### src/pkg/rlsi_consts.svh
// constants for the receive line state indicator
`ifndef RLSI_CONSTS_SVH
`define RLSI_CONSTS_SVH

// register offsets
`define RLSI_OFS_CTRL 8'h00
`define RLSI_OFS_IRQ_STAT 8'h01
`define RLSI_OFS_IRQ_EN 8'h02
`define RLSI_OFS_IRQ_CLR 8'h03
`define RLSI_OFS_CUR_STATE 8'h08
`define RLSI_OFS_HIST_A 8'h09
`define RLSI_OFS_HIST_A_MASK 8'h0b

// control register fields
`define RLSI_CTRL_LOOPBACK 0
`define RLSI_CTRL_STOP 1

// interrupt status fields
`define RLSI_IRQ_HIST_A 0
`define RLSI_IRQ_WR_REJECT 1

// current state register fields
`define RLSI_CUR_UNKNOWN 3

// history a fields
`define RLSI_HIST_NOSIG 0
`define RLSI_HIST_QUIET 1
`define RLSI_HIST_HALT 2
`define RLSI_HIST_MASTER 3
`define RLSI_HIST_NOISE 4
`define RLSI_HIST_CHANGE 6
`define RLSI_HIST_UNK_INV 7

// line state codes
`define RLSI_CODE_ACTIVE 3'h0
`define RLSI_CODE_IDLE 3'h1
`define RLSI_CODE_NOSIG 3'h2
`define RLSI_CODE_RSVD 3'h3
`define RLSI_CODE_MASTER 3'h4
`define RLSI_CODE_HALT 3'h5
`define RLSI_CODE_QUIET 3'h6
`define RLSI_CODE_NOISE 3'h7

// symbol pair patterns, first symbol in the upper five bits
`define RLSI_PAIR_IDLE 10'h3ff
`define RLSI_PAIR_QUIET 10'h000
`define RLSI_PAIR_HALT 10'h084
`define RLSI_PAIR_MASTER 10'h080
`define RLSI_PAIR_JK 10'h311

// run lengths
`define RLSI_IDLE_PAIRS 2
`define RLSI_RUN_PAIRS 8
`define RLSI_NOISE_EVENTS 16

// reset values
`define RLSI_RST_CTRL 8'h00
`define RLSI_RST_MASK 8'h00
`define RLSI_RST_IRQ_EN 8'h00

`endif

### src/pkg/rlsi_pkg.sv
// types shared by the receive line state indicator
package rlsi_pkg;

    typedef struct packed {
        logic [7:0] addr;
        logic [7:0] wdata;
        logic wr;
        logic rd;
    } rlsi_bus_req_t;

    typedef struct packed {
        logic valid;
        logic [4:0] first;
        logic [4:0] second;
        logic noise;
    } rlsi_pair_t;

    typedef enum logic [2:0] {
        LS_ACTIVE,
        LS_IDLE,
        LS_NOSIG,
        LS_RSVD,
        LS_MASTER,
        LS_HALT,
        LS_QUIET,
        LS_NOISE
    } rlsi_ls_t;

endpackage : rlsi_pkg

### src/hw/rlsi_top.sv
// receive line state indicator: state decode, history and registers
`timescale 1ns/10ps
`default_nettype none
`include "rlsi_consts.svh"

// How it works
// - two consecutive idle pairs give code 001
// - signal detect low gives code 010
// - signal detect is ignored while internal loopback is on
// - stop mode shows 010, idle runs may set the low bit giving 011
// - code 011 is reserved and never entered as a real state
// - eight consecutive halt-quiet pairs give code 100
// - eight consecutive halt pairs give code 101
// - eight consecutive quiet pairs give code 110
// - sixteen noise events give code 111
// - unmet conditions set the unknown bit, code keeps last known state
// - upper four bits of the current state register read zero
// - entering a state sets its history bit to one
// - history bits are never cleared by the hardware
// - summary bit is set while any history bit and its mask are set
// - a start delimiter pair gives code 000
// - a new state replaces the old code bits
// - reset forces the unknown state with the unknown bit set
// - writes to the current state register are dropped and flagged
module rlsi_top (
    input wire logic ref_clk,
    input wire logic rst_n,
    input wire rlsi_pkg::rlsi_bus_req_t bus_req,
    output logic [7:0] rd_data_q,
    input wire rlsi_pkg::rlsi_pair_t pair_in,
    input wire logic signal_present_input,
    output logic [3:0] line_state_q,
    output logic history_a_summary_q,
    output logic irq_q
);
    localparam int unsigned NPAT = 4;
    localparam logic [9:0] PAT [NPAT] = '{
        `RLSI_PAIR_IDLE, `RLSI_PAIR_QUIET, `RLSI_PAIR_HALT,
        `RLSI_PAIR_MASTER
    };
    localparam int unsigned THR [NPAT] = '{
        `RLSI_IDLE_PAIRS, `RLSI_RUN_PAIRS, `RLSI_RUN_PAIRS,
        `RLSI_RUN_PAIRS
    };
    localparam logic [4:0] NOISE_LAST = 5'(`RLSI_NOISE_EVENTS);

    rlsi_pkg::rlsi_ls_t ls_q;
    rlsi_pkg::rlsi_ls_t ls_d;
    logic unk_q;
    logic unk_d;
    logic stop_ls0_q;
    logic [7:0] ctrl_q;
    logic [7:0] hist_q;
    logic [7:0] mask_q;
    logic [7:0] irq_en_q;
    logic wr_reject_q;
    logic [4:0] noise_cnt_q;
    logic sd_sync;
    logic sd_ok;
    logic stop_mode;
    logic [9:0] pair_sym;
    logic [NPAT-1:0] match;
    logic [NPAT-1:0] met;
    logic is_jk;
    logic holds;
    logic noise_met;
    logic entered;
    logic went_unknown;
    logic flush_runs;
    logic [7:0] hist_set;
    logic [7:0] hist_clr;
    logic [7:0] irq_stat;
    logic [7:0] rd_mux;
    logic [2:0] code_now;

    function automatic logic [2:0] ls_code(input rlsi_pkg::rlsi_ls_t s);
        logic [2:0] c;
        c = `RLSI_CODE_ACTIVE;
        case (s)
            rlsi_pkg::LS_ACTIVE: c = `RLSI_CODE_ACTIVE;
            rlsi_pkg::LS_IDLE: c = `RLSI_CODE_IDLE;
            rlsi_pkg::LS_NOSIG: c = `RLSI_CODE_NOSIG;
            rlsi_pkg::LS_MASTER: c = `RLSI_CODE_MASTER;
            rlsi_pkg::LS_HALT: c = `RLSI_CODE_HALT;
            rlsi_pkg::LS_QUIET: c = `RLSI_CODE_QUIET;
            rlsi_pkg::LS_NOISE: c = `RLSI_CODE_NOISE;
            default: c = `RLSI_CODE_RSVD;
        endcase
        return c;
    endfunction : ls_code

    // history a bit for a state; idle and active have no history bit
    function automatic logic [7:0] hist_bit(input rlsi_pkg::rlsi_ls_t s);
        logic [7:0] b;
        b = 8'h00;
        case (s)
            rlsi_pkg::LS_NOSIG: b[`RLSI_HIST_NOSIG] = 1'b1;
            rlsi_pkg::LS_QUIET: b[`RLSI_HIST_QUIET] = 1'b1;
            rlsi_pkg::LS_HALT: b[`RLSI_HIST_HALT] = 1'b1;
            rlsi_pkg::LS_MASTER: b[`RLSI_HIST_MASTER] = 1'b1;
            rlsi_pkg::LS_NOISE: b[`RLSI_HIST_NOISE] = 1'b1;
            default: b = 8'h00;
        endcase
        return b;
    endfunction : hist_bit

    rlsi_sync u_sd_sync (
        .ref_clk(ref_clk),
        .rst_n(rst_n),
        .pin_in(signal_present_input),
        .level_q(sd_sync)
    );

    assign pair_sym = {pair_in.first, pair_in.second};
    assign stop_mode = ctrl_q[`RLSI_CTRL_STOP];
    assign sd_ok = ctrl_q[`RLSI_CTRL_LOOPBACK] || sd_sync;
    assign is_jk = pair_in.valid && (pair_sym == `RLSI_PAIR_JK);
    assign noise_met = (noise_cnt_q >= NOISE_LAST);
    // the state is forced to no signal while the link is down or stopped; run counters
    // restart only on link loss, so idle runs can still mark stop mode
    assign flush_runs = !sd_ok || stop_mode;

    genvar g;
    generate
        for (g = 0; g < NPAT; g++) begin : g_run
            rlsi_run_cnt #(
                .PATTERN(PAT[g]),
                .THRESH(THR[g])
            ) u_run (
                .ref_clk(ref_clk),
                .rst_n(rst_n),
                .pair_valid(pair_in.valid),
                .pair_sym(pair_sym),
                .flush(!sd_ok),
                .match(match[g]),
                .met(met[g])
            );
        end
    endgenerate

    // does the current pair keep the present state alive
    always_comb begin
        holds = 1'b0;
        case (ls_q)
            rlsi_pkg::LS_ACTIVE: holds = ~|match;
            rlsi_pkg::LS_IDLE: holds = match[0];
            rlsi_pkg::LS_QUIET: holds = match[1];
            rlsi_pkg::LS_HALT: holds = match[2];
            rlsi_pkg::LS_MASTER: holds = match[3];
            rlsi_pkg::LS_NOISE: holds = pair_in.noise;
            default: holds = 1'b0;
        endcase
    end

    // line state decision, highest priority first
    always_comb begin
        ls_d = ls_q;
        unk_d = unk_q;
        if (flush_runs) begin
            ls_d = rlsi_pkg::LS_NOSIG;
            unk_d = 1'b0;
        end else if (noise_met) begin
            ls_d = rlsi_pkg::LS_NOISE;
            unk_d = 1'b0;
        end else if (pair_in.valid) begin
            if (is_jk) begin
                ls_d = rlsi_pkg::LS_ACTIVE;
                unk_d = 1'b0;
            end else if (met[0]) begin
                ls_d = rlsi_pkg::LS_IDLE;
                unk_d = 1'b0;
            end else if (met[3]) begin
                ls_d = rlsi_pkg::LS_MASTER;
                unk_d = 1'b0;
            end else if (met[2]) begin
                ls_d = rlsi_pkg::LS_HALT;
                unk_d = 1'b0;
            end else if (met[1]) begin
                ls_d = rlsi_pkg::LS_QUIET;
                unk_d = 1'b0;
            end else if (!holds) begin
                unk_d = 1'b1;
            end
        end
    end

    assign entered = (ls_d != ls_q) || (unk_q && !unk_d);
    assign went_unknown = !unk_q && unk_d;

    // the code register never holds the reserved value
    always_ff @(posedge ref_clk or negedge rst_n) begin
        if (!rst_n) begin
            ls_q <= rlsi_pkg::LS_ACTIVE;
            unk_q <= 1'b1;
        end else begin
            ls_q <= ls_d;
            unk_q <= unk_d;
        end
    end

    // stop mode may still see idle runs; they only touch the low code bit
    always_ff @(posedge ref_clk or negedge rst_n) begin
        if (!rst_n) begin
            stop_ls0_q <= 1'b0;
        end else if (!stop_mode) begin
            stop_ls0_q <= 1'b0;
        end else if (met[0]) begin
            stop_ls0_q <= 1'b1;
        end
    end

    // noise events since the last recognised state; held clear while the
    // noise state stands, or a full count would pin that state for good
    always_ff @(posedge ref_clk or negedge rst_n) begin
        if (!rst_n) begin
            noise_cnt_q <= 5'h00;
        end else if (flush_runs || entered
                     || (ls_q == rlsi_pkg::LS_NOISE && !unk_q)) begin
            noise_cnt_q <= 5'h00;
        end else if (pair_in.noise && !noise_met) begin
            noise_cnt_q <= noise_cnt_q + 5'h01;
        end
    end

    always_comb begin
        hist_set = 8'h00;
        if (entered) begin
            hist_set = hist_bit(ls_d);
            hist_set[`RLSI_HIST_CHANGE] = 1'b1;
        end
        if (went_unknown && ls_q != rlsi_pkg::LS_ACTIVE
            && ls_q != rlsi_pkg::LS_IDLE) begin
            hist_set[`RLSI_HIST_UNK_INV] = 1'b1;
        end
    end

    assign hist_clr = (bus_req.wr && bus_req.addr == `RLSI_OFS_HIST_A)
        ? bus_req.wdata : 8'h00;

    // a new event in the clearing cycle survives the clear
    always_ff @(posedge ref_clk or negedge rst_n) begin
        if (!rst_n) begin
            hist_q <= 8'h00;
        end else begin
            hist_q <= (hist_q & ~hist_clr) | hist_set;
        end
    end

    always_ff @(posedge ref_clk or negedge rst_n) begin
        if (!rst_n) begin
            ctrl_q <= `RLSI_RST_CTRL;
            mask_q <= `RLSI_RST_MASK;
            irq_en_q <= `RLSI_RST_IRQ_EN;
        end else if (bus_req.wr) begin
            case (bus_req.addr)
                `RLSI_OFS_CTRL: ctrl_q <= bus_req.wdata;
                `RLSI_OFS_HIST_A_MASK: mask_q <= bus_req.wdata;
                `RLSI_OFS_IRQ_EN: irq_en_q <= bus_req.wdata;
                default: ctrl_q <= ctrl_q;
            endcase
        end
    end

    // write reject: sticky, cleared by a one in the clear register
    always_ff @(posedge ref_clk or negedge rst_n) begin
        if (!rst_n) begin
            wr_reject_q <= 1'b0;
        end else if (bus_req.wr && bus_req.addr == `RLSI_OFS_CUR_STATE) begin
            wr_reject_q <= 1'b1;
        end else if (bus_req.wr && bus_req.addr == `RLSI_OFS_IRQ_CLR
                     && bus_req.wdata[`RLSI_IRQ_WR_REJECT]) begin
            wr_reject_q <= 1'b0;
        end
    end

    always_comb begin
        irq_stat = 8'h00;
        irq_stat[`RLSI_IRQ_HIST_A] = |(hist_q & mask_q);
        irq_stat[`RLSI_IRQ_WR_REJECT] = wr_reject_q;
    end

    assign code_now = ls_code(ls_q) | {2'b00, stop_ls0_q};

    always_comb begin
        rd_mux = 8'h00;
        case (bus_req.addr)
            `RLSI_OFS_CTRL: rd_mux = ctrl_q;
            `RLSI_OFS_IRQ_STAT: rd_mux = irq_stat;
            `RLSI_OFS_IRQ_EN: rd_mux = irq_en_q;
            `RLSI_OFS_CUR_STATE: rd_mux = {4'h0, unk_q, code_now};
            `RLSI_OFS_HIST_A: rd_mux = hist_q;
            `RLSI_OFS_HIST_A_MASK: rd_mux = mask_q;
            default: rd_mux = 8'h00;
        endcase
    end

    // read data stand for exactly one cycle, zero otherwise
    always_ff @(posedge ref_clk or negedge rst_n) begin
        if (!rst_n) begin
            rd_data_q <= 8'h00;
        end else begin
            rd_data_q <= bus_req.rd ? rd_mux : 8'h00;
        end
    end

    always_ff @(posedge ref_clk or negedge rst_n) begin
        if (!rst_n) begin
            line_state_q <= {1'b1, `RLSI_CODE_ACTIVE};
            history_a_summary_q <= 1'b0;
            irq_q <= 1'b0;
        end else begin
            line_state_q <= {unk_q, code_now};
            history_a_summary_q <= irq_stat[`RLSI_IRQ_HIST_A];
            irq_q <= |(irq_stat & irq_en_q);
        end
    end
endmodule : rlsi_top
`default_nettype wire

### src/hw/rlsi_sync.sv
// three-stage synchroniser with agreement filter for a pin input
`timescale 1ns/10ps
`default_nettype none
module rlsi_sync (
    input wire logic ref_clk,
    input wire logic rst_n,
    input wire logic pin_in,
    output logic level_q
);
    logic s1_q;
    logic s2_q;
    logic s3_q;

    always_ff @(posedge ref_clk or negedge rst_n) begin
        if (!rst_n) begin
            s1_q <= 1'b0;
            s2_q <= 1'b0;
            s3_q <= 1'b0;
        end else begin
            s1_q <= pin_in;
            s2_q <= s1_q;
            s3_q <= s2_q;
        end
    end

    // accept a change only once two stable stages agree
    always_ff @(posedge ref_clk or negedge rst_n) begin
        if (!rst_n) begin
            level_q <= 1'b0;
        end else if (s2_q == s3_q) begin
            level_q <= s3_q;
        end
    end
endmodule : rlsi_sync
`default_nettype wire

### src/hw/rlsi_run_cnt.sv
// counts consecutive matching symbol pairs against a threshold
`timescale 1ns/10ps
`default_nettype none
module rlsi_run_cnt #(
    parameter logic [9:0] PATTERN = 10'h000,
    parameter int unsigned THRESH = 8
) (
    input wire logic ref_clk,
    input wire logic rst_n,
    input wire logic pair_valid,
    input wire logic [9:0] pair_sym,
    input wire logic flush,
    output logic match,
    output logic met
);
    localparam int unsigned CW = $clog2(THRESH + 1);
    localparam logic [CW-1:0] LAST = CW'(THRESH - 1);
    logic [CW-1:0] cnt_q;

    assign match = pair_valid && (pair_sym == PATTERN);
    // the pair in flight completes the run
    assign met = match && (cnt_q >= LAST);

    always_ff @(posedge ref_clk or negedge rst_n) begin
        if (!rst_n) begin
            cnt_q <= '0;
        end else if (flush) begin
            cnt_q <= '0;
        end else if (pair_valid) begin
            if (!match) begin
                cnt_q <= '0;
            end else if (cnt_q < LAST) begin
                cnt_q <= cnt_q + CW'(1);
            end
        end
    end
endmodule : rlsi_run_cnt
`default_nettype wire

### config.mk
export PLATFORM = sky130hd
export DESIGN_NAME = rlsi_top
export DESIGN_NICKNAME = d
export VERILOG_FILES = /design/src/pkg/rlsi_pkg.sv /design/src/hw/rlsi_top.sv /design/src/hw/rlsi_sync.sv /design/src/hw/rlsi_run_cnt.sv
export VERILOG_INCLUDE_DIRS = /design/src /design/src/pkg
export SDC_FILE = /design/constraint.sdc
export NUM_CORES = 1
export LEC_CHECK = 0
export BUFFER_PORTS_ARGS = -buffer_cell sky130_fd_sc_hd__buf_4
export CORE_MARGIN = 1.5
export CORE_UTILIZATION = 43
export CTS_CLUSTER_SIZE = 24
export DETAILED_ROUTE_END_ITERATION = 16
export PLACE_DENSITY = 0.73
export SYNTH_ARGS = -nofsm -noshare
export SYNTH_HDL_FRONTEND = slang
export SYNTH_SLANG_ARGS = --single-unit
### constraint.sdc
create_clock -name ref_clk -period 2.73 [get_ports ref_clk]
set_input_delay 0.273 -clock ref_clk [delete_from_list [all_inputs] [get_ports ref_clk]]
set_output_delay 0.273 -clock ref_clk [all_outputs]
set_load 0.02 [all_outputs]
## After elaboration in Yosys (flattened, before gate mapping)

Index checks and enable logic that the tools add are counted.

- Register bits after elaboration: 75
- Input bits: 33
- Word-level logic and storage cells: 167

- Add/subtract/negate cells: 5
- Magnitude comparators: 9
- Eq/ne operators: 30
- Mux-type cells: 51
- Bitwise operators: 6
- Reductions and logical operators: 45

Operator list:

| kind | number |
|---|---|
| $mux W4 | 12 |
| $pmux W8 S6 | 1 |
| $eq A3 B3 Y1 const B | 8 |
| $eq A8 B4 Y1 const B | 3 |
| $mux W3 | 8 |
| $pmux W3 S7 | 1 |
| $eq A10 B10 Y1 const B | 2 |
| $eq A10 B8 Y1 const B | 2 |
| $logic_and A1 B1 Y1 | 19 |
| $mux W1 | 19 |
| $and A8 B8 Y8 | 2 |
| $eq A8 B2 Y1 const B | 2 |
| $mux W8 | 2 |
| $reduce_or A8 Y1 | 2 |
| $reduce_and A2 Y1 | 7 |
| $add A4 B1 Y4 const B | 3 |
| $ge A4 B3 Y1 const B | 3 |
| $lt A4 B3 Y1 const B | 3 |
| $ne A3 B3 Y1 const B | 4 |
| $logic_not A10 Y1 | 1 |
| $mux W5 | 2 |
| $and A2 B8 Y8 | 1 |
| $eq A8 B1 Y1 const B | 1 |
| $logic_not A8 Y1 | 1 |
| 24 further kinds | 37 |

## Longest topological paths before layout

- Word-level depth: 20
- Gate-level depth with buffers: 8

## Modules after synthesis

Synthesis repeated with hierarchy kept, for this count alone.

- Cells, all modules: 356
- Area total of the unflattened synthesis: 4050.1 µm²

Modules (own cells, without submodules):

| module | times used | cells each | area each (µm²) | sequential area each (µm²) |
|---|---|---|---|---|
| rlsi_top | 1 | 249 | 2829.0 | 1428.9 |
| rlsi_run_cnt (g_run[2].u_run) | 1 | 27 | 309.0 | 100.1 |
| rlsi_run_cnt (g_run[3].u_run) | 1 | 27 | 306.5 | 100.1 |
| rlsi_run_cnt (g_run[1].u_run) | 1 | 27 | 304.0 | 100.1 |
| rlsi_run_cnt (g_run[0].u_run) | 1 | 21 | 190.2 | 50.0 |
| rlsi_sync | 1 | 5 | 111.4 | 100.1 |

## Worst setup path after synthesis

OpenSTA, ideal clock, no wires.

- Kind: in2reg
- Start point: input port pair_in[1] (netlist bit)
- End point: register hist_q[1]
- Setup time: 122 ps
- Arrival: 2305 ps
- Data required time: 2608 ps
- Setup slack: 303 ps
- Cell stages on the path: 8
- Buffers on the path: 2
- Cell sequence: or4_1 buf_2 or4_1 o311ai_2 mux2i_1 o2111ai_2 buf_6 a32o_1

- Word-level cells in the longest chain between the ends: 19

Ends and longest elaborated chain:

| item | RTL line | RTL |
|---|---|---|
| start, declared | rlsi_top.sv:30 | `input wire rlsi_pkg::rlsi_pair_t pair_in,` |
| $eq A10 B10 Y1 (tied with other cells) | rlsi_run_cnt.sv:20 | `assign match = pair_valid && (pair_sym == PATTERN);` |
| $logic_and A1 B1 Y1 | rlsi_run_cnt.sv:20 |  |
| $reduce_or A4 Y1 | rlsi_top.sv:145 | `rlsi_pkg::LS_ACTIVE: holds = ~\|match;` |
| $logic_not A1 Y1 | rlsi_top.sv:145 |  |
| $pmux W1 S6 | rlsi_top.sv:144 | `case (ls_q)` |
| $mux W1 | rlsi_top.sv:181 | `end else if (!holds) begin` |
| $mux W1 | rlsi_top.sv:178 | `end else if (met[1]) begin` |
| $mux W1 | rlsi_top.sv:175 | `end else if (met[2]) begin` |
| [... 3 more ...] | -- |  |
| $mux W1 | rlsi_top.sv:165 | `end else if (pair_in.valid) begin` |
| $mux W1 | rlsi_top.sv:162 | `end else if (noise_met) begin` |
| $mux W1 | rlsi_top.sv:159 | `if (flush_runs) begin` |
| $logic_not A1 Y1 | rlsi_top.sv:187 | `assign entered = (ls_d != ls_q) \|\| (unk_q && !unk_d);` |
| $logic_and A1 B1 Y1 | rlsi_top.sv:187 |  |
| $logic_or A1 B1 Y1 | rlsi_top.sv:187 |  |
| $mux W7 * | rlsi_top.sv:227 | `if (entered) begin` |
| $or A8 B8 Y8 * | rlsi_top.sv:245 | `hist_q <= (hist_q & ~hist_clr) \| hist_set;` |
| end signal, assigned | rlsi_top.sv:245 |  |
| end, declared | rlsi_top.sv:53 | `logic [7:0] hist_q;` |

Mark *: on every way between the ends. The rest lies on a longest branch, timed or not.
A chain may end at the register's enable or synchronous reset.

## Worst setup path in the final report

- Start point: register g_run[3].u_run.cnt_q[0]
- End point: register noise_cnt_q[0]

- Word-level cells in the longest chain between the ends: 14

Ends and longest elaborated chain:

| item | RTL line | RTL |
|---|---|---|
| start, declared | rlsi_run_cnt.sv:18 | `logic [CW-1:0] cnt_q;` |
| start signal, assigned | rlsi_run_cnt.sv:33 | `cnt_q <= cnt_q + CW'(1);` |
| $ge A4 B3 Y1 * | rlsi_run_cnt.sv:22 | `assign met = match && (cnt_q >= LAST);` |
| $logic_and A1 B1 Y1 * | rlsi_run_cnt.sv:22 |  |
| branches (longest 8 deep; another with $mux W3) | -- |  |
| $logic_or A1 B1 Y1 * | rlsi_top.sv:187 |  |
| $logic_or A1 B1 Y1 * | rlsi_top.sv:217 | `end else if (flush_runs \|\| entered` |
| $logic_or A1 B1 Y1 * | rlsi_top.sv:218 | `\|\| (ls_q == rlsi_pkg::LS_NOISE && !unk_q)) begin` |
| $mux W5 or $reduce_bool A2 Y1 (tied branches) | -- |  |
| end signal, assigned | rlsi_top.sv:221 | `noise_cnt_q <= noise_cnt_q + 5'h01;` |
| end, declared | rlsi_top.sv:57 | `logic [4:0] noise_cnt_q;` |

Every way passes the cells marked *.

==> out/metrics.yaml <==
synthesis:
  netlist_top_cells_area: "dfrtp_1 (49%), mux2_2 (7.2%), a22oi_1 (4.6%)"
  yosysUniqueCellTypes: 60
  syn_area_um2: 3760
  async_reset_ff_frac: 1.00
  synth_warnings: 0
  ys_ff_latch: 75
  netlist_instances: 354
  synth.avg_cell_area_um2: 10.6
  synth_ff_type: "dfrtp_1"
  synth.net_count: 394
  synthTopCellsByCount: "dfrtp_1 (73), nand2_1 (26), a21oi_1 (24), mux2_2 (24), a22oi_1 (23)"
  synth_area_leader_cell: "dfrtp_1"
  synth_top_area_frac: 0.486
  synth_edf_count: 0
  yosys.cell_count.top_type: "dfrtp_1"
  ys_seq_area_frac: 0.500
clock_tree:
  cts_setup_buffers: 0
  cts.sinks: 75
  cts_buffer_depth: 2
  htree_levels: 3
  cts_tree: "done"
  path_clk_slew_ps: 80
  cts_made_buffers: 9
  clock_latency_ps: 350
  root_buffer: "clkbuf_8"
critical_path:
  critPathLaunch: "g_run[3].u_run.cnt_q[0]$_DFFE_PN0P_"
  worstReg2RegStart: "g_run[3].u_run.cnt_q[0]$_DFFE_PN0P_"
  required_ps: 2990
  path_common_cell: "buf_4"
  path_class: "register to register"
  cp-start-kind: "register"
  end_kind: "register"
  crit_fanout: 7
  crit_family: "simple AND/OR/NAND/NOR gates"
  critical_path_buf_inv_count: 2
  crit_slowest_cell: "or4_1"
  worstPathArrival_ps: 2730
  slowest_delay_ps: 420
  cp_cell_sequence: "ha_1 -> a21oi_1 -> buf_4 -> or4_1 -> o311ai_2 -> mux2i_1 -> o2111ai_2 -> buf_4 -> nor3_1"
final_layout:
  fin_area_um2: 4500
  drive_gt1_frac: 0.268
  final-instance-count-excl-fill: 519
  num_antenna_cells: 0
  fillers: 741
  area_growth_pct: 19.7
  seqCellArea_um2: 1880
  fin_nets: 449
  multi_input_area_um2: 1770
timing:
  post-route-period-util: 0.903
  max_freq_ghz: 0.406
  slew_violations: 0
  hold_slack_ps: 24.5
  hold_viol: 0
  worstMarginPinSlew_ps: 1050
  finalSetupViolCount: 0
  finalCriticalPeriod_ps: 2470
  clock_skew_ps: 6.21
  slew_headroom: 0.295
  setup_tns_ps: 0
  rsz0062_at_grt: "false"
routing:
  routed_via_density: 6.00
  drt-total-wl_mm: 8.91
  vias: 3116
  drc: 0
  initialDrtViolationCount: 211
  ant_nets: 0
  wl_per_cell_um: 17.2
  firstDrtPassIters: 5
run_status:
  status: "finished clean"
worst_hold_path:
  hold_start: "signal_present_input"
  hold_path.class: "primary input to register"
floorplan:
  initial_utilization: 0.451
  core_area_um2: 8340
  die-width_um: 96.5
  num_rows: 33
  die_area_um2: 9310
  pin_count: 47
  chipHeight_um: 96.5
pwr:
  vdd_drop_max_mv: 0.251
  power.density_nw_per_um2: 526
  p_leak_nw: 1.98
  p_total_mw: 2.37
global_routing:
  grt_start_max_net_pins: 76
  grt_pass1_wl_mm: 14.5
  grt_overflow: 0
  grt_pass1_vias: 3043
  grt_antenna_before_repair: 0
  grt_util_all_layers: 0.206
placed_design:
  io_buffers: 46
  place_area_um2: 4270
  dp_hpwl_mm: 6.34
  place_inst: 503
  gp_congestion: 0.860
job:
  maxCapViolCount: 0
-- cell usage in the layout (no fill, tap or decap), types with 3 or more instances in the layout --
| cell | count |
|---|---|
| nor3_1 | 14 |
| buf_4 | 59 |
| ha_1 | 7 |
| a41oi_1 | 3 |
| or3_1 | 4 |
| a31oi_1 | 7 |
| or4_1 | 3 |
| o21ai_0 | 7 |
| xnor2_1 | 3 |
| clkbuf_8 | 11 |
| nor4_1 | 8 |
| inv_1 | 14 |
| a211oi_1 | 4 |
| mux2i_1 | 3 |
| nor2_1 | 21 |
| nand4_1 | 9 |
| a21oi_1 | 23 |
| nand2_1 | 26 |
| and3_1 | 4 |
| dfrtp_1 | 73 |
| mux2_2 | 24 |
| nor2b_1 | 4 |
| a22oi_1 | 23 |
| a32o_1 | 6 |
| nand3_1 | 8 |
-- path summary, 6_finish.rpt --
check,slack [ps],cells past startpoint,endpoint
setup / recovery,260,9,noise_cnt_q[0]$_DFFE_PN0P_
hold / removal,20,1,u_sd_sync.s1_q$_DFF_PN0_
setup reg to reg,260,9,noise_cnt_q[0]$_DFFE_PN0P_
hold reg to reg,360,0,u_sd_sync.s2_q$_DFF_PN0_
max in group asynchronous,2070,1,ctrl_q[7]$_DFFE_PN0P_
min in group asynchronous,40,1,g_run[3].u_run.cnt_q[2]$_DFFE_PN0P_
-- worst register-to-register path: cells and delay by family (launching register included) --
kind	cells	cell delay [ps]
AOI/OAI and AO/OA	3	470
adders and majority gates	1	180
buffers and inverters	2	400
DFF	1	390
muxes	1	310
and+or+nand+nor	2	620
-- per-stage QoR --
step	setup slack [ps]	utilization
floorplan	303	-
global placement	117	0.512
detailed placement	20.8	0.512
CTS	218	0.539
global route	49.1	0.539
finish	264	0.539
-- where the power goes --
group | switching, mW | internal (mW) | total [mW] | leakage (nW)
clock | 0.414 | 0.564 | 0.978 | 0.113
sequential | 0.0244 | 1.14 | 1.17 | 0.999
combinational | 0.129 | 0.0923 | 0.221 | 0.866
-- layer usage --
| metal | track usage | up-vias | share of wire |
|---|---|---|---|
| met3 | 0.0399 | 13 | 0.060 |
| met1 | 0.278 | 1542 | 0.45 |
| met5 | 0 | - | 0 |
| li1 | - | 1451 | - |
| met2 | 0.319 | 110 | 0.47 |
| met4 | 0.0966 | 0 | 0.019 |
-- state kept, by name, indices dropped and copies added, names as in the netlist --
name                 cells
mask_q                   8
u_sd_sync.s3_q           1
rd_data_q                8
hist_q                   8
line_state_q             4
u_sd_sync.s1_q           1
g_run.u_run.cnt_q       14
irq_q                    1
noise_cnt_q              5
unk_q                    1
history_a_summary_q      1
u_sd_sync.level_q        1
u_sd_sync.s2_q           1
ctrl_q                   8
wr_reject_q              1
ls_q                     3
stop_ls0_q               1
irq_en_q                 8
-- cell families (layout without fill, tap and decap cells) --
kind of cell,Yosys count,after routing,synth area share
AOI/OAI and AO/OA,96,96,0.182
xor gates and xnor gates,4,4,0.00932
adders and majority gates,8,8,0.0260
buffers and inverters,29,89,0.0313
DFF,75,75,0.500
muxes,28,28,0.0859
and+or+nand+nor,114,114,0.165
-- final cells by class --
cell class,instances,share of cell area
clock buffers,12,0.0345
clock inverters,4,0.0161
repair buffers,59,0.0984
multi-input cells,250,0.392
inverters,14,0.0117
well taps,105,0.0292
flip-flops and latches,75,0.418
-- timing repair --
action	CTS	global route
hold buffers	0	0
resized for setup	0	1
endpoints found under the setup margin	0	1
No activity file was read; power rests on OpenSTA's default activity.
